File: src/logic/ubp_map.svh
`ifndef UBP_MAP_SVH
`define UBP_MAP_SVH
// baud divider layout
`define UBP_FRAC_W 4
`define UBP_DIV_W 16
`define UBP_OVERSAMPLE 16
// frame field values
`define UBP_START_BIT 1'b0
`define UBP_STOP_BIT 1'b1
`define UBP_IDLE_LEVEL 1'b1
`define UBP_DATA_W 9
`define UBP_BITS_SHORT 4'h8
`define UBP_BITS_LONG 4'h9
`define UBP_LAST_TICK 4'hF
`define UBP_MID_TICK 4'h7
`endif

File: src/logic/ubp_pkg.sv
package ubp_pkg;
  // serial engine states
  typedef enum logic [1:0] {
    UBP_IDLE  = 2'b00,
    UBP_START = 2'b01,
    UBP_DATA  = 2'b10,
    UBP_STOP  = 2'b11
  } ubp_state_t;
endpackage : ubp_pkg

File: src/logic/ubp_baud_gen.sv
`timescale 1ns/1ps
`default_nettype none
`include "ubp_map.svh"
// ----------------------------------------
// fractional baud tick generator
// ----------------------------------------
module ubp_baud_gen #(
  parameter int DIV_W = `UBP_DIV_W,
  parameter int FRAC_W = `UBP_FRAC_W
) (
  input wire logic clk_sys, // system clock
  input wire logic rst, // sync reset
  input wire logic [DIV_W-1:0] divider_value, // fixed-point divider
  input wire logic div_load, // divider written
  output logic tick // one 16x oversample tick
);
  // refuse a divider with no whole part left above the fraction
  if (DIV_W <= FRAC_W) begin : g_bad_width
    $error("divider too narrow");
  end
  // accumulator counts sixteenths of a clock against divider
  logic [DIV_W:0] acc_q;
  logic [DIV_W:0] sum;
  always_comb begin
    sum = acc_q + (DIV_W+1)'(1 << FRAC_W);
  end
  // one tick when accumulated clocks reach the divider; remainder kept
  always_ff @(posedge clk_sys) begin
    if (rst || div_load) begin
      acc_q <= '0;
      tick <= 1'b0;
    end else if (divider_value == '0) begin
      acc_q <= '0;
      tick <= 1'b0;
    end else if (divider_value < (DIV_W)'(1 << FRAC_W)) begin
      // below one clock per tick: tick every clock, keep no remainder
      // so the accumulator cannot creep up and wrap
      acc_q <= '0;
      tick <= 1'b1;
    end else if (sum >= {1'b0, divider_value}) begin
      acc_q <= sum - {1'b0, divider_value};
      tick <= 1'b1;
    end else begin
      acc_q <= sum;
      tick <= 1'b0;
    end
  end
endmodule : ubp_baud_gen
`default_nettype wire

File: src/logic/ubp_uart_core.sv
`timescale 1ns/1ps
`default_nettype none
`include "ubp_map.svh"
// ----------------------------------------
// baud, parity and transmit dma slice
// ----------------------------------------
// Summary of operation
// - bit rate is clock over sixteen divider
// - divider low four bits are sixteenths
// - divider write reloads baud counter immediately
// - one divider shared by transmit, receive
// - parity enable inserts and checks parity
// - frame size from word length only; parity takes the last body bit
// - select zero gives even parity
// - select one gives odd parity
// - receive parity mismatch sets error flag
// - parity error with enable raises irq
// - dma request while transmit empty, enabled
// - data sent least significant bit first
module ubp_uart_core (
  input wire logic clk_sys, // system clock
  input wire logic rst, // sync reset
  input wire logic [`UBP_DIV_W-1:0] baud_divider_reg, // divider write data
  input wire logic div_wr, // divider write strobe
  input wire logic parity_enable, // parity on
  input wire logic parity_select, // 0 even, 1 odd
  input wire logic word_length_select, // 0 short, 1 long word
  input wire logic parity_error_irq_enable, // parity irq enable
  input wire logic tx_dma_enable, // transmit dma enable
  input wire logic [`UBP_DATA_W-1:0] data_reg, // transmit word
  input wire logic data_wr, // transmit word write
  input wire logic rx_data_rd, // receive word read, clears flags
  input wire logic rxd, // serial input
  output logic txd, // serial output
  output logic tx_empty_flag, // transmit holding empty
  output logic tx_dma_req, // transmit dma request
  output logic [`UBP_DATA_W-1:0] rx_data, // received word
  output logic rx_not_empty_flag, // received word ready
  output logic parity_error_flag, // parity mismatch
  output logic irq // interrupt request
);
  logic [`UBP_DIV_W-1:0] divider_value; // active divider
  logic tick; // shared oversample tick

  // ----------------------------------------
  // divider and tick
  // ----------------------------------------
  // the written value lands at once; no staging register
  always_ff @(posedge clk_sys) begin
    if (rst) begin
      divider_value <= '0;
    end else if (div_wr) begin
      divider_value <= baud_divider_reg;
    end
  end

  // one generator feeds both directions
  ubp_baud_gen #(
    .DIV_W(`UBP_DIV_W),
    .FRAC_W(`UBP_FRAC_W)
  ) u_baud (
    .clk_sys(clk_sys),
    .rst(rst),
    .divider_value(divider_value),
    .div_load(div_wr),
    .tick(tick)
  );

  // ----------------------------------------
  // helpers
  // ----------------------------------------
  // bits per frame body (data plus parity)
  function automatic logic [3:0] body_bits(input logic wl);
    body_bits = wl ? `UBP_BITS_LONG : `UBP_BITS_SHORT;
  endfunction : body_bits

  // parity over the live data bits, odd adds one
  function automatic logic par_of(input logic [`UBP_DATA_W-1:0] d,
                                  input logic wl, input logic odd);
    logic p;
    p = odd;
    for (int i = 0; i < `UBP_DATA_W; i++) begin
      if (4'(i) < body_bits(wl) - 4'h1) p = p ^ d[i];
    end
    par_of = p;
  endfunction : par_of

  // ----------------------------------------
  // transmitter
  // ----------------------------------------
  ubp_pkg::ubp_state_t tx_st_q;
  logic [`UBP_DATA_W-1:0] tx_hold_q; // holding word
  logic [`UBP_DATA_W-1:0] tx_sh_q; // shift word
  logic [3:0] tx_tk_q; // oversample count
  logic [3:0] tx_bit_q; // bit index
  logic tx_full_q; // holding occupied

  // holding register handshake
  always_ff @(posedge clk_sys) begin
    if (rst) begin
      tx_full_q <= 1'b0;
      tx_hold_q <= '0;
    end else if (data_wr) begin
      tx_full_q <= 1'b1;
      tx_hold_q <= data_reg;
    end else if (tx_st_q == ubp_pkg::UBP_IDLE && tx_full_q) begin
      tx_full_q <= 1'b0;
    end
  end

  assign tx_empty_flag = ~tx_full_q;
  assign tx_dma_req = tx_dma_enable & tx_empty_flag;

  // frame sequencer, sixteen ticks per bit
  always_ff @(posedge clk_sys) begin
    if (rst) begin
      tx_st_q <= ubp_pkg::UBP_IDLE;
      tx_sh_q <= '0;
      tx_tk_q <= '0;
      tx_bit_q <= '0;
      txd <= `UBP_IDLE_LEVEL;
    end else if (tx_st_q == ubp_pkg::UBP_IDLE) begin
      txd <= `UBP_IDLE_LEVEL;
      if (tx_full_q && !data_wr) begin
        tx_sh_q <= tx_hold_q;
        if (parity_enable) begin
          // parity replaces last body bit
          tx_sh_q[body_bits(word_length_select) - 4'h1] <=
            par_of(tx_hold_q, word_length_select, parity_select);
        end
        tx_st_q <= ubp_pkg::UBP_START;
        tx_tk_q <= '0;
        txd <= `UBP_START_BIT;
      end
    end else if (tick) begin
      tx_tk_q <= tx_tk_q + 4'h1;
      if (tx_tk_q == `UBP_LAST_TICK) begin
        unique case (tx_st_q)
          ubp_pkg::UBP_START: begin
            tx_st_q <= ubp_pkg::UBP_DATA;
            tx_bit_q <= '0;
            txd <= tx_sh_q[0];
          end
          ubp_pkg::UBP_DATA: begin
            if (tx_bit_q == body_bits(word_length_select) - 4'h1) begin
              tx_st_q <= ubp_pkg::UBP_STOP;
              txd <= `UBP_STOP_BIT;
            end else begin
              tx_bit_q <= tx_bit_q + 4'h1;
              txd <= tx_sh_q[tx_bit_q + 4'h1];
            end
          end
          ubp_pkg::UBP_STOP: begin
            tx_st_q <= ubp_pkg::UBP_IDLE;
          end
          default: tx_st_q <= ubp_pkg::UBP_IDLE;
        endcase
      end
    end
  end

  // ----------------------------------------
  // receiver (mid-bit sample only)
  // ----------------------------------------
  ubp_pkg::ubp_state_t rx_st_q;
  logic [`UBP_DATA_W-1:0] rx_sh_q; // incoming bits
  logic [3:0] rx_tk_q;
  logic [3:0] rx_bit_q;
  logic rx_perr; // parity check result

  always_comb begin
    rx_perr = parity_enable &&
      (par_of(rx_sh_q, word_length_select, parity_select) !=
       rx_sh_q[body_bits(word_length_select) - 4'h1]);
  end

  // frame capture; samples at the middle tick of each bit
  always_ff @(posedge clk_sys) begin
    if (rst) begin
      rx_st_q <= ubp_pkg::UBP_IDLE;
      rx_sh_q <= '0;
      rx_tk_q <= '0;
      rx_bit_q <= '0;
    end else if (rx_st_q == ubp_pkg::UBP_IDLE) begin
      if (rxd == `UBP_START_BIT) begin
        rx_st_q <= ubp_pkg::UBP_START;
        rx_tk_q <= '0;
        rx_sh_q <= '0;
      end
    end else if (tick) begin
      rx_tk_q <= rx_tk_q + 4'h1;
      if (rx_tk_q == `UBP_MID_TICK) begin
        unique case (rx_st_q)
          ubp_pkg::UBP_START: begin
            rx_st_q <= (rxd == `UBP_START_BIT) ? ubp_pkg::UBP_DATA
                                              : ubp_pkg::UBP_IDLE;
            rx_bit_q <= '0;
          end
          ubp_pkg::UBP_DATA: begin
            rx_sh_q[rx_bit_q] <= rxd;
            if (rx_bit_q == body_bits(word_length_select) - 4'h1)
              rx_st_q <= ubp_pkg::UBP_STOP;
            else
              rx_bit_q <= rx_bit_q + 4'h1;
          end
          ubp_pkg::UBP_STOP: rx_st_q <= ubp_pkg::UBP_IDLE;
          default: rx_st_q <= ubp_pkg::UBP_IDLE;
        endcase
      end
    end
  end

  logic rx_done; // stop bit sampled
  assign rx_done = tick && rx_tk_q == `UBP_MID_TICK &&
                   rx_st_q == ubp_pkg::UBP_STOP;

  // deliver word; parity slot masked out; set beats clear
  always_ff @(posedge clk_sys) begin
    if (rst) begin
      rx_data <= '0;
      rx_not_empty_flag <= 1'b0;
      parity_error_flag <= 1'b0;
    end else if (rx_done) begin
      rx_not_empty_flag <= 1'b1;
      parity_error_flag <= rx_perr;
      rx_data <= rx_sh_q;
      if (parity_enable)
        rx_data[body_bits(word_length_select) - 4'h1] <= 1'b0;
      if (!word_length_select)
        rx_data[`UBP_DATA_W-1] <= 1'b0;
    end else if (rx_data_rd) begin
      rx_not_empty_flag <= 1'b0;
      parity_error_flag <= 1'b0;
    end
  end

  assign irq = parity_error_flag & parity_error_irq_enable;

  // ----------------------------------------
  // checks
  // ----------------------------------------
  dma_follows_empty_a: assert property (@(posedge clk_sys) disable iff (rst)
    (tx_dma_enable && data_wr) |=> !tx_dma_req)
    else $error("dma request kept after word written");
  irq_follows_pe_a: assert property (@(posedge clk_sys) disable iff (rst)
    (rx_done && rx_perr && parity_error_irq_enable) |=> irq)
    else $error("irq missing on parity error");
  perr_sets_a: assert property (@(posedge clk_sys) disable iff (rst)
    (rx_done && rx_perr) |=> parity_error_flag)
    else $error("parity error not flagged");
  no_perr_off_a: assert property (@(posedge clk_sys) disable iff (rst)
    (rx_done && !parity_enable) |=> !parity_error_flag)
    else $error("parity error with parity off");
  div_load_a: assert property (@(posedge clk_sys) disable iff (rst)
    div_wr |=> divider_value == $past(baud_divider_reg))
    else $error("divider not loaded");
  start_low_a: assert property (@(posedge clk_sys) disable iff (rst)
    (tx_st_q == ubp_pkg::UBP_START) |-> !txd)
    else $error("start bit not low");
  stop_high_a: assert property (@(posedge clk_sys) disable iff (rst)
    (tx_st_q == ubp_pkg::UBP_STOP) |-> txd)
    else $error("stop bit not high");
  lsb_first_a: assert property (@(posedge clk_sys) disable iff (rst)
    (tx_st_q == ubp_pkg::UBP_START && tick && tx_tk_q == `UBP_LAST_TICK)
    |=> txd == $past(tx_sh_q[0]))
    else $error("first data bit not lsb");
  tick_rate_a: assert property (@(posedge clk_sys) disable iff (rst)
    (tick && divider_value >= 16'h0020 && !div_wr) |=> !tick)
    else $error("ticks too dense");
endmodule : ubp_uart_core
`default_nettype wire

File: config.mk
export PLATFORM = sky130hd
export DESIGN_NAME = ubp_uart_core
export DESIGN_NICKNAME = d
export VERILOG_FILES = /design/src/logic/ubp_pkg.sv /design/src/logic/ubp_baud_gen.sv /design/src/logic/ubp_uart_core.sv
export VERILOG_INCLUDE_DIRS = /design/src /design/src/logic
export SDC_FILE = /design/constraint.sdc
export NUM_CORES = 1
export LEC_CHECK = 0
export ABC_AREA = 1
export BUFFER_PORTS_ARGS = -buffer_cell sky130_fd_sc_hd__buf_2
export CORE_MARGIN = 5
export CORE_UTILIZATION = 52
export CTS_CLUSTER_SIZE = 28
export DETAILED_ROUTE_END_ITERATION = 16
export GPL_TIMING_DRIVEN = 0
export PLACE_DENSITY = 0.71
export SETUP_SLACK_MARGIN = 0.4
export SLEW_MARGIN = 10
export SYNTH_ARGS = -nofsm -noshare
export SYNTH_HDL_FRONTEND = slang
export SYNTH_HIERARCHICAL = 1
export SYNTH_SLANG_ARGS = --single-unit
export TNS_END_PERCENT = 20
File: constraint.sdc
create_clock -name clk_sys -period 2.75 [get_ports clk_sys]
set_input_delay 0 -clock clk_sys [delete_from_list [all_inputs] [get_ports clk_sys]]
set_output_delay 0 -clock clk_sys [all_outputs]
set_load 0.02 [all_outputs]
## Yosys cells after proc, flatten, opt, wreduce, memory -nomap -nowiden

Index checks and enable logic that the tools add are counted.

- Multiplexer cells: 110
- Add/subtract/negate cells: 7
- Reductions and logical operators: 33
- Order comparisons: 16
- Equal/unequal tests: 16
- Bitwise gates (word level): 25

Operators with widths:

| operator | count |
|---|---|
| $mux 1 | 72 |
| $mux 9 | 7 |
| $mux 4 | 8 |
| $mux 2 | 11 |
| $bwmux 9 | 2 |
| $reduce_bool 2->1 | 9 |
| $xor 1x1->1 | 18 |
| $add 17x5->17 const B | 1 |
| $ge 17x16->1 | 1 |
| $mux 17 | 1 |
| $sub 17x16->17 | 1 |
| $add 4x1->4 const B | 4 |
| $logic_not 16->1 | 1 |
| $lt 16x5->1 const B | 1 |
| $lt 3x4->1 const A | 4 |
| $pmux 4 s2 | 2 |
| $lt 4x5->1 const B | 3 |
| $reduce_and 4->1 | 3 |
| $reduce_and 5->1 | 2 |
| $and 9x9->9 | 1 |
| $not 9->9 | 1 |
| $bmux 1 s4 | 2 |
| $demux 1 s4 | 2 |
| $eq 4x4->1 | 2 |
| 26 further kinds | 48 |

- Input port bits: 36
- Word-level logic and storage cells: 224
- Bits in registers: 94
- Output and inout port bits: 15

## Longest topological paths before layout

Gate-level depths: netlist of run 1.

- Depth after elaboration: 58
- Depth in mapped cells: 19
- Gate-level depth less buffers: 18

## Cells and area by module

Netlist of run 1, hierarchy kept.

By module, submodules not included:

| module | seq. area each (sq um) | cells an instance | times used | area an instance (sq um) |
|---|---|---|---|---|
| ubp_uart_core | 1,521.5 | 509 | 1 | 3,689.8 |
| ubp_baud_gen | 360.3 | 342 | 1 | 2,048.2 |

## Worst setup path before layout of run 1

No wires, ideal clock.

- Kind: register to register
- From: reg u_baud.acc_q[4]
- To: reg u_baud.acc_q[11]
- Path buffers: 1
- Cell stages (with the launch flop): 19
- Library setup time: 0.113 ns
- Path slack: 0.251 ns
- Data arrival time: 2.386 ns
- Period minus slack after synthesis: 2.499 ns
- Required time: 2.637 ns
- Cells stage by stage: dfxtp_1 -> nand3_1 -> nor2_1 -> nand3_1 -> inv_1 -> nand3_1 -> xor2_1 -> inv_1 -> ha_1 -> nand2_1 -> nor2_2 -> nand2_1 -> o21ai_2 -> nor2_4 -> nand3_4 -> nand2_4 -> buf_6 -> nor2_1 -> nor2_1

- Word-level cells in the longest chain between the ends: 3
- Elaborated cells between the ends (all ways): 4
- Those cells by class: 2 x add/sub; 1 x order compare; 1 x mux

Ends and longest elaborated chain:

| what | RTL line | source |
|---|---|---|
| start, declared | ubp_baud_gen.sv:22 | `logic [DIV_W:0] acc_q;` |
| start signal, assigned | ubp_baud_gen.sv:41 | `acc_q <= sum - {1'b0, divider_value};` |
| start signal, assigned | ubp_baud_gen.sv:44 | `acc_q <= sum;` |
| $add 17x5->17 * | ubp_baud_gen.sv:25 | `sum = acc_q + (DIV_W+1)'(1 << FRAC_W);` |
| $sub 17x16->17 or $ge 17x16->1 (tied branches) | ubp_baud_gen.sv:41, ubp_baud_gen.sv:40 |  |
| $mux 17 * | ubp_baud_gen.sv:40 | `end else if (sum >= {1'b0, divider_value}) begin` |

Every way passes the cells marked *; elsewhere a longest branch is shown, timed or not.
A chain may end at the register's enable or synchronous reset.

## Worst setup path after layout of run 1

- From: reg u_baud.acc_q[4]
- To: reg u_baud.acc_q[6]

The elaborated chain is that of the path after synthesis.

==> impl_metrics.tcl, run 1 <==
set metrics [dict create \
    status "complete, no violations" \
    layout_setup_ws_ns 0.1348 \
    start_util 0.5293 \
    dpl_cell_area_um2 6228 \
    postRouteAntennaNets 0 \
    grt_pass1_vias 5284 \
    die_h_um 115.0 \
    place.gp.congestion 0.9181 \
    arrival_ns 2.88 \
    fin_area_um2 7163 \
    synth_edf_count 0 \
    crit_type "reg -> reg" \
    die_x_um 115.0 \
    ir_drop_mv 0.9341 \
    clockBufferDepth 2 \
    grt_antenna_before_repair 0 \
    ys_seq_elements 94 \
    synth_warnings 6 \
    fin_crit_sh 0.9510 \
    slew_violations 0 \
    grt_max_degree 17 \
    cts_num_sinks 94 \
    hold_class "in -> reg" \
    grt_overflow 0 \
    avgRoutedWirePerCell_um 13.27 \
    grt_usage 0.2252 \
    finalClockSkew_ns 0.01035 \
    routed_wirelength_mm 14.81 \
    final_cell_mix "nand2_1 (165), nor2_1 (138), inv_1 (103)" \
    drt_first_pass_iters 6 \
    ys_seq_area_frac 0.3280 \
    cp.required_ns 3.01 \
    final_common_cell "nand2_1" \
    drive_above_1_share 0.1916 \
    synth_nets 920 \
    core_um2 10840 \
    endpoint_kind "flip-flop" \
    placed_cells 1040 \
    root_buffer "clkbuf_8" \
    die_area_um2 13240 \
    synthesis.instances 851 \
    hpwl_mm 10.53 \
    synth.avg_cell_area_um2 6.743 \
    port_buffers 49 \
    htreeDepth 3 \
    setup_viol 0 \
    maxCapViolations 0 \
    dr.first_iter.drc_count 434 \
    nets 1041 \
    synthArstFlopShare 0 \
    ys_types 43 \
    ios 51 \
    syn_area_um2 5738 \
    synthToLayoutAreaGrowth_pct 24.84 \
    clk_latency_ns 0.37 \
    synth_flop_cell "dfxtp_1" \
    dpl_worst_slack_ns -0.02131 \
    grt_setup_unrepaired "yes" \
    grt_pass1_wl_mm 24.19 \
    finalHoldViolCount 0 \
    viasPerCell 5.104 \
    clk_pin_slew_ns 0.10 \
    rows 38 \
    tightest_slew_ns 0.5767 \
    max_freq_mhz 382.4 \
    final_util 0.6608 \
    n_fill_cell 961 \
    p_leak_nw 3.342 \
    diodes 0 \
    cts_buffers 9 \
    remaining_drc_errors 0 \
    start_kind "flip-flop" \
    pwr_density_cell_nw_per_um2 1061 \
    route.vias.total 5696 \
    fin_crit_ns 2.615 \
    layoutNonFillerInstCount 1116 \
    cts_tree "built" \
    cp_max_fo 10 \
    maxSlewHeadroom 0.6155 \
    timing.setup.tns_ns 0 \
]
## cells by family after synthesis
group	share of synthesized area
AND/OR/NAND/NOR	0.3155
AO/OA/AOI/OAI	0.1424
buffers and inverters	0.09507
flip-flops	0.3280
adder cells (fa/ha/maj)	0.07327
XOR/XNOR	0.04579
## routing by layer
metal | vias up | GRT usage | share of wire | wire length [µm]
met5 | - | 0 | 0 | 0
met4 | 0 | 0.07121 | 0.015 | 226
met3 | 22 | 0.02684 | 0.065 | 966
met2 | 184 | 0.3592 | 0.45 | 6666
met1 | 2546 | 0.3186 | 0.47 | 6954
li1 | 2944 | - | - | -
## Yosys cell counts, types with 7 or more instances
library cell    n  area, µm²
nand2_1       177      664.4
nor2_1        141      529.3
inv_1         108      405.4
dfxtp_1        94       1882
a21oi_1        70      350.3
o21ai_0        65      325.3
nand3_1        42      210.2
ha_1           32      400.4
xor2_1         20      175.2
xnor2_1        10      87.58
clkbuf_1        9      33.78
nand2_2         9      56.30
nand4_1         7      43.79
## stage by stage
| step | total power, mW | hold WS (ns) |
|---|---|---|
| after CTS | 7.132 | 0.01131 |
| after global routing | 8.236 | 0.05096 |
| after floorplan | 4.833 | 0.07615 |
| after global placement | 5.545 | 0.2242 |
| final | 7.598 | 0.01855 |
| after detailed placement | 5.584 | 0.2315 |
## cell type report
cell class,count,area (µm²),share of cell area
multi-input combinational,624,3523,0.4919
inverter,114,429.2,0.05991
clock buffer,9,123.9,0.01729
timing repair buffer,110,795.8,0.1111
buffer,19,127.6,0.01782
tap,140,175.2,0.02445
clock inverter,6,92.59,0.01293
sequential,94,1896,0.2646
## timing repair
item,CTS,global route
hold endpoints to repair,32,0
setup buffers,19,11
pin swaps,15,22
hold buffers,30,0
cloned,0,1
resized for setup,23,20
endpoints found under the setup margin,18,18
## final timing paths
check	startpoint	end	slack, ns	depth (start not counted)
worst max-delay path	u_baud/acc_q[4]	u_baud/acc_q[6]	0.13	18
worst min-delay path	data_wr	tx_hold_q[6]	0.02	3
worst max register to register	u_baud/acc_q[4]	u_baud/acc_q[6]	0.13	18
worst min register to register	tx_sh_q[6]	tx_sh_q[6]	0.47	2
## worst max-delay path, stage by stage (launching register included)
cell	delay, ns
dfxtp_4	0.40
nand3_4	0.09
nor2_4	0.13
nand3_2	0.11
inv_2	0.10
nand3_2	0.08
xor2_2	0.17
inv_2	0.06
ha_4	0.31
nand2_4	0.07
nor2_4	0.12
nand2_2	0.06
o21ai_2	0.19
nor2_4	0.07
nand3_4	0.11
nand2_4	0.09
buf_8	0.16
nor2_1	0.13
nor2_1	0.06
## state kept, by name (all words and copies together) (netlist names), 9 cells and up
signal	flops
divider_value	16
rx_data	9
rx_sh_q	9
tx_hold_q	9
tx_sh_q	9
u_baud/acc_q	17
## report_power, final
part           leakage, nW  internal, mW  switching, mW  total (mW)
sequential           0.770          1.58          0.182        1.76
clock                0.102         0.514          0.515        1.03
combinational         2.47          2.05           2.75        4.81
No activity file was read; power rests on OpenSTA's default activity.
==> inputs of run 2 (changes only) <==
GPL_TIMING_DRIVEN = unset   (was 0)
REMOVE_ABC_BUFFERS = 1   (was unset)
SYNTH_HIERARCHICAL = unset   (was 1)
==> impl_metrics.tcl, run 2 <==
set metrics [dict create \
    status "complete, no violations" \
    slew_violations 0 \
    maxSlewHeadroom 0.2878 \
    crit_start "u_baud.acc_q[7]" \
    synthesis.instances 826 \
    maxCapViolations 0 \
    final_cell_mix "nand2_1 (154), inv_1 (100), nor2_1 (88)" \
    synth_top_area_cell "dfxtp_1" \
    diodes 0 \
    final_common_cell "nand2_1" \
    route.vias.total 5606 \
    synth_edf_count 0 \
    die_h_um 114.2 \
    cts_buffers 9 \
    synth.avg_cell_area_um2 6.830 \
    viasPerCell 5.210 \
    fin_crit_ns 2.436 \
    layoutNonFillerInstCount 1076 \
    placed_cells 1000 \
    p_leak_nw 3.313 \
    grt_setup_unrepaired "yes" \
    timing.setup.tns_ns 0 \
    place.gp.congestion 0.8992 \
    grt_max_degree 49 \
    yosys-top-cells-area "dfxtp_1 (33%), nand2_1 (11%), ha_1 (7.1%), inv_1 (7.0%), a21oi_1 (6.8%)" \
    root_buffer "clkbuf_8" \
    port_buffers 50 \
    grt_antenna_before_repair 0 \
    syn_area_um2 5642 \
    grt_overflow 0 \
    core_um2 10750 \
    ios 51 \
    ys_seq_elements 94 \
    largest_register_ffs 17 \
    routed_wirelength_mm 14.66 \
    die_x_um 114.2 \
    max_freq_mhz 410.5 \
    reg2reg_from "u_baud.acc_q[7]" \
    netlist.area_leader.share 0.3336 \
    grt_usage 0.2232 \
    setup_viol 0 \
    crit_type "reg -> reg" \
    ys_types 44 \
    nets 1002 \
    clk_latency_ns 0.37 \
    finalHoldViolCount 0 \
    hpwl_mm 10.14 \
    synth.most_common_cell "nand2_1" \
    htreeDepth 3 \
    drive_above_1_share 0.2009 \
    dpl_worst_slack_ns 0.002946 \
    postRouteAntennaNets 0 \
    ys_seq_area_frac 0.3336 \
    pwr_density_cell_nw_per_um2 695.8 \
    yosys-top-cells-count "nand2_1 (170), inv_1 (105), nor2_1 (97)" \
    ir_drop_mv 0.5786 \
    cp.required_ns 3.05 \
    start_util 0.5250 \
    avgRoutedWirePerCell_um 13.62 \
    synth_flop_cell "dfxtp_1" \
    regMostFlops "u_baud.acc_q" \
    fin_crit_sh 0.8859 \
    endpoint_kind "flip-flop" \
    cts_tree "built" \
    rows 38 \
    synth_warnings 0 \
    reg.largest.list "u_baud.acc_q: 17 flops, divider_value: 16 flops" \
    remaining_drc_errors 0 \
    grt_pass1_wl_mm 23.76 \
    final_util 0.6658 \
    tightest_slew_ns 1.064 \
    synthToLayoutAreaGrowth_pct 26.81 \
    cp_max_fo 8 \
    dpl_cell_area_um2 6000 \
    dr.first_iter.drc_count 309 \
    fin_area_um2 7154 \
    hold_class "in -> reg" \
    start_kind "flip-flop" \
    ff2ff_setup_slack_ns 0.31 \
    arrival_ns 2.73 \
    cts_num_sinks 94 \
    finalPower_mw 4.978 \
    whs_ns 0.02375 \
    drt_first_pass_iters 5 \
    die_area_um2 13030 \
    clockBufferDepth 2 \
    grt_pass1_vias 5287 \
    clk_pin_slew_ns 0.08 \
    layout_setup_ws_ns 0.3138 \
    min_from "div_wr" \
    synthArstFlopShare 0 \
    finalClockSkew_ns 0.009524 \
]
## run 2: cell count changes in the layout (fill, tap and decap cells not counted), moves of 6 or more
| cell | change |
|---|---|
| nand2_4 | +6 |
| a21oi_1 | +7 |
| nor2_2 | +11 |
| dfxtp_1 | -6 |
| nand2_1 | -11 |
| nand2_2 | -7 |
| nor2_1 | -50 |
| nand3_1 | +8 |
| clkbuf_1 | -7 |
| o21ai_0 | +6 |
## run 2: logic make-up (layout without fill, tap and decap cells)
family,after synthesis,in the layout,synth area share
flip-flops,94,94,0.3336
AND/OR/NAND/NOR,376,378,0.3007
AO/OA/AOI/OAI,165,165,0.1546
buffers and inverters,129,237,0.09160
adder cells (fa/ha/maj),33,33,0.07452
XOR/XNOR,29,29,0.04502
## run 2: layout make-up
class,count,area [µm²]
clock buffers,12,145.1
clock inverters,2,10.01
fillers,909,3591
inverters,107,414.1
multi-input cells,605,3627
flip-flops and latches,94,1911
well taps,140,175.2
repair buffers,115,863.3
repair inverters,1,8.758
## run 2: power breakdown
part / switching (mW) / leakage [nW] / internal, mW
registers: 0.112 / 0.774 / 1.49
clock network: 0.463 / 0.0821 / 0.342
logic: 1.52 / 2.46 / 1.05
total: 2.10 / 3.31 / 2.88
## run 2: layer usage
| metal | GRT usage | part of all wire | wire length, µm |
|---|---|---|---|
| met5 | 0 | 0 | 0 |
| met4 | 0.08234 | 0.028 | 414 |
| met3 | 0.04704 | 0.037 | 547 |
| met2 | 0.3997 | 0.50 | 7372 |
| met1 | 0.2612 | 0.43 | 6324 |
## run 2: worst max-delay path: stages (launching register included)
cell and delay (ns):
dfxtp_4 0.38, nand2_1 0.08, nor2_1 0.15, a21oi_1 0.08, or2_2 0.29, inv_2 0.09
ha_4 0.22, nand2_2 0.12, nor2_4 0.04, buf_4 0.13, a21oi_2 0.18, nand2_4 0.10
nand2_8 0.12, nand2_8 0.10, nand2_1 0.07, nand2_1 0.06, nor2_2 0.15
## run 2: repair_timing
| action | in CTS | in global routing |
|---|---|---|
| setup endpoints to repair | 18 | 25 |
| cloned | 2 | 1 |
| pin swaps | 30 | 23 |
| endpoints found under the hold margin | 28 | 0 |
| buffers inserted | 20 | 5 |
| hold buffers | 34 | 0 |
| gates resized for setup | 58 | 39 |
## run 2: path summary, 6_finish.rpt
path | endpoint | depth (start not counted)
max | u_baud.acc_q[11] | 16
min reg2reg | tx_sh_q[2] | 2
min | u_baud.tick | 6
max reg2reg | u_baud.acc_q[11] | 16
==> inputs of run 3 (changes only) <==
ABC_AREA = unset   (was 1)
==> impl_metrics.tcl, run 3 <==
set metrics [dict create \
    cp.required_ns 3.00 \
    start_kind "flip-flop" \
    ff2ff_setup_slack_ns 0.09 \
    ir_drop_mv 1.060 \
    grt_pass1_wl_mm 22.82 \
    synth-simple-area-share 0.2193 \
    crit_chain "nand3_4, buf_4, nor3_4, xnor2_2, ha_4, nand2_1, a21oi_2, o221ai_2, a21oi_1, buf_12, nor3_1, a211oi_1" \
    synth.area.mux_share 0.06452 \
    whs_path_depth 3 \
    timing.rr.end "u_baud.acc_q[7]" \
    clk_pin_slew_ns 0.09 \
    synth_warnings 0 \
    grt_overflow 0 \
    ff2ff_path_depth 12 \
    p_leak_nw 2.881 \
    nets 832 \
    arrival_ns 2.91 \
    layout_setup_ws_ns 0.08829 \
    ys_seq_elements 94 \
    cts_tree "built" \
    avgRoutedWirePerCell_um 15.50 \
    final_common_cell "dfxtp_1" \
    synthToLayoutAreaGrowth_pct 29.22 \
    ios 51 \
    synth_compound_area_frac 0.1703 \
    crit_type "reg -> reg" \
    core_um2 10230 \
    synth_top_family_by_area "simple AND/OR/NAND/NOR gates" \
    drive_above_1_share 0.2487 \
    route.vias.total 5073 \
    synth_edf_count 0 \
    hpwl_mm 9.839 \
    min_from "rxd" \
    cp_max_fo 14 \
    whs_ns 0.03247 \
    cts_num_sinks 94 \
    synth.most_common_cell "dfxtp_1" \
    slew_violations 0 \
    synth_flop_cell "dfxtp_1" \
    postRouteAntennaNets 0 \
    path_buf_inv 2 \
    synthesis.instances 656 \
    syn_area_um2 5391 \
    grt_usage 0.2181 \
    dpl_worst_slack_ns -0.05358 \
    tightest_slew_ns 0.6531 \
    fin_crit_ns 2.662 \
    finalHoldViolCount 0 \
    setup_viol 0 \
    crit_slowest_cell "dfxtp_4" \
    synth_adder_area_share 0.07798 \
    placed_cells 842 \
    final_util 0.6809 \
    ys_seq_area_frac 0.3490 \
    die_h_um 111.8 \
    die_area_um2 12500 \
    min_to "rx_sh_q[0]" \
    reg.largest.list "u_baud.acc_q: 17 flops, divider_value: 16 flops" \
    largest_register_ffs 17 \
    netlist.area_leader.share 0.3490 \
    clockBufferDepth 2 \
    synth_top_area_cell "dfxtp_1" \
    critPathMaxStageDelay_ns 0.38 \
    final_cell_mix "dfxtp_1 (85), nor2_1 (65), a21oi_1 (65)" \
    start_util 0.5270 \
    dpl_cell_area_um2 5894 \
    hold_class "in -> reg" \
    synth_xor_area_frac 0.07125 \
    port_buffers 50 \
    maxSlewHeadroom 0.5600 \
    place.gp.congestion 0.8972 \
    grt_antenna_before_repair 0 \
    viasPerCell 5.612 \
    root_buffer "clkbuf_8" \
    htreeDepth 3 \
    grt_max_degree 54 \
    yosys-top-cells-area "dfxtp_1 (35%), ha_1 (7.4%), a21oi_1 (6.5%), mux2i_1 (5.2%), nor2_1 (4.7%)" \
    maxCapViolations 0 \
    cts_buffers 9 \
    finalClockSkew_ns 0.01061 \
    remaining_drc_errors 0 \
    grt_pass1_vias 4818 \
    status "complete, no violations" \
    fin_area_um2 6967 \
    regMostFlops "u_baud.acc_q" \
    fin_crit_sh 0.9679 \
    reg2reg_from "u_baud.acc_q[8]" \
    synth.avg_cell_area_um2 8.219 \
    grt_setup_unrepaired "yes" \
    clk_latency_ns 0.36 \
    rows 37 \
    yosys-top-cells-count "dfxtp_1 (94), a21oi_1 (70), nor2_1 (68)" \
    pwr_density_cell_nw_per_um2 968.8 \
    dr.first_iter.drc_count 349 \
    endpoint_kind "flip-flop" \
    layoutNonFillerInstCount 904 \
    die_x_um 111.8 \
    diodes 0 \
    drt_first_pass_iters 5 \
    ys_types 65 \
    cp_top_family "compound AO/OA/AOI/OAI gates" \
    routed_wirelength_mm 14.01 \
    synthArstFlopShare 0 \
    max_freq_mhz 375.7 \
]
-- run 3: cell count changes after synthesis, sizes merged, moves of 20 or more --
cell	previous run	this run
nand2	178	56
inv	106	35
o21ai	73	31
nor2	108	69
mux2i	0	28
xnor2	9	29
-- run 3: area by class of cell --
cell class	instances	area, µm²
Multi-Input combinational cell	501	3676
Sequential cell	94	1903
Fill cell	823	3264
Timing Repair Buffer	122	885.9
Clock buffer	12	155.1
Inverter	35	131.4
Clock inverter	4	45.04
Tap cell	136	170.2
-- run 3: metrics by stage --
| stage | total power, mW | TNS (ns) |
|---|---|---|
| 5_1_grt | 7.143 | -0.04130 |
| 2_1_floorplan | 3.696 | -0.9259 |
| 4_1_cts | 6.187 | 0 |
| 3_5_place_dp | 4.701 | -0.1056 |
| 3_3_place_gp | 4.640 | 0 |
| 6_report | 6.749 | 0 |
-- run 3: report_power, final --
part           total, mW  internal [mW]  switching [mW]
clock network      0.937          0.466           0.470
registers           1.68           1.52           0.163
logic               4.13           1.93            2.20
-- run 3: repair_timing --
action,4_1_cts,5_1_grt
endpoints found under the hold margin,28,0
gates resized for setup,45,45
setup buffers,12,7
pin swaps,19,27
gates cloned,0,0
hold buffers,27,0
setup endpoints to repair,18,23
-- run 3: worst reg2reg max path: cells and delay by family (launching register included) --
family	cells	cell delay [ns]
AOI/OAI and AO/OA	4	0.80
xor gates and xnor gates	1	0.17
adders and majority gates	1	0.32
buffers and inverters	2	0.39
DFF	1	0.38
and+or+nand+nor	4	0.49
-- run 3: how the worst max path moves through the flow --
stage,start,to,slack [ns],cells after the start
after global placement,u_baud.acc_q[6],u_baud.acc_q[16],0.01,9
after CTS,u_baud.acc_q[4],u_baud.acc_q[9],0.13,12
after detailed placement,u_baud.acc_q[4],u_baud.acc_q[10],-0.05,12
after global routing,u_baud.acc_q[8],u_baud.acc_q[16],-0.02,11
final,u_baud.acc_q[8],u_baud.acc_q[7],0.09,12
after floorplan,u_baud.acc_q[6],u_baud.acc_q[0],-0.18,9
-- run 3: per-layer routing --
layer / wire length, µm / part of all wire / GRT usage
met3: 715 / 0.051 / 0.03804
met2: 6846 / 0.49 / 0.3837
met4: 371 / 0.026 / 0.07218
met1: 6080 / 0.43 / 0.2691
met5: 0 / 0 / 0
-- run 3: logic make-up after synthesis --
| logic type | after synthesis |
|---|---|
| and+or+nand+nor | 241 |
| AOI/OAI and AO/OA | 152 |
| DFF | 94 |
| buffers and inverters | 61 |
| xor gates and xnor gates | 43 |
| adders and majority gates | 33 |
| muxes | 32 |
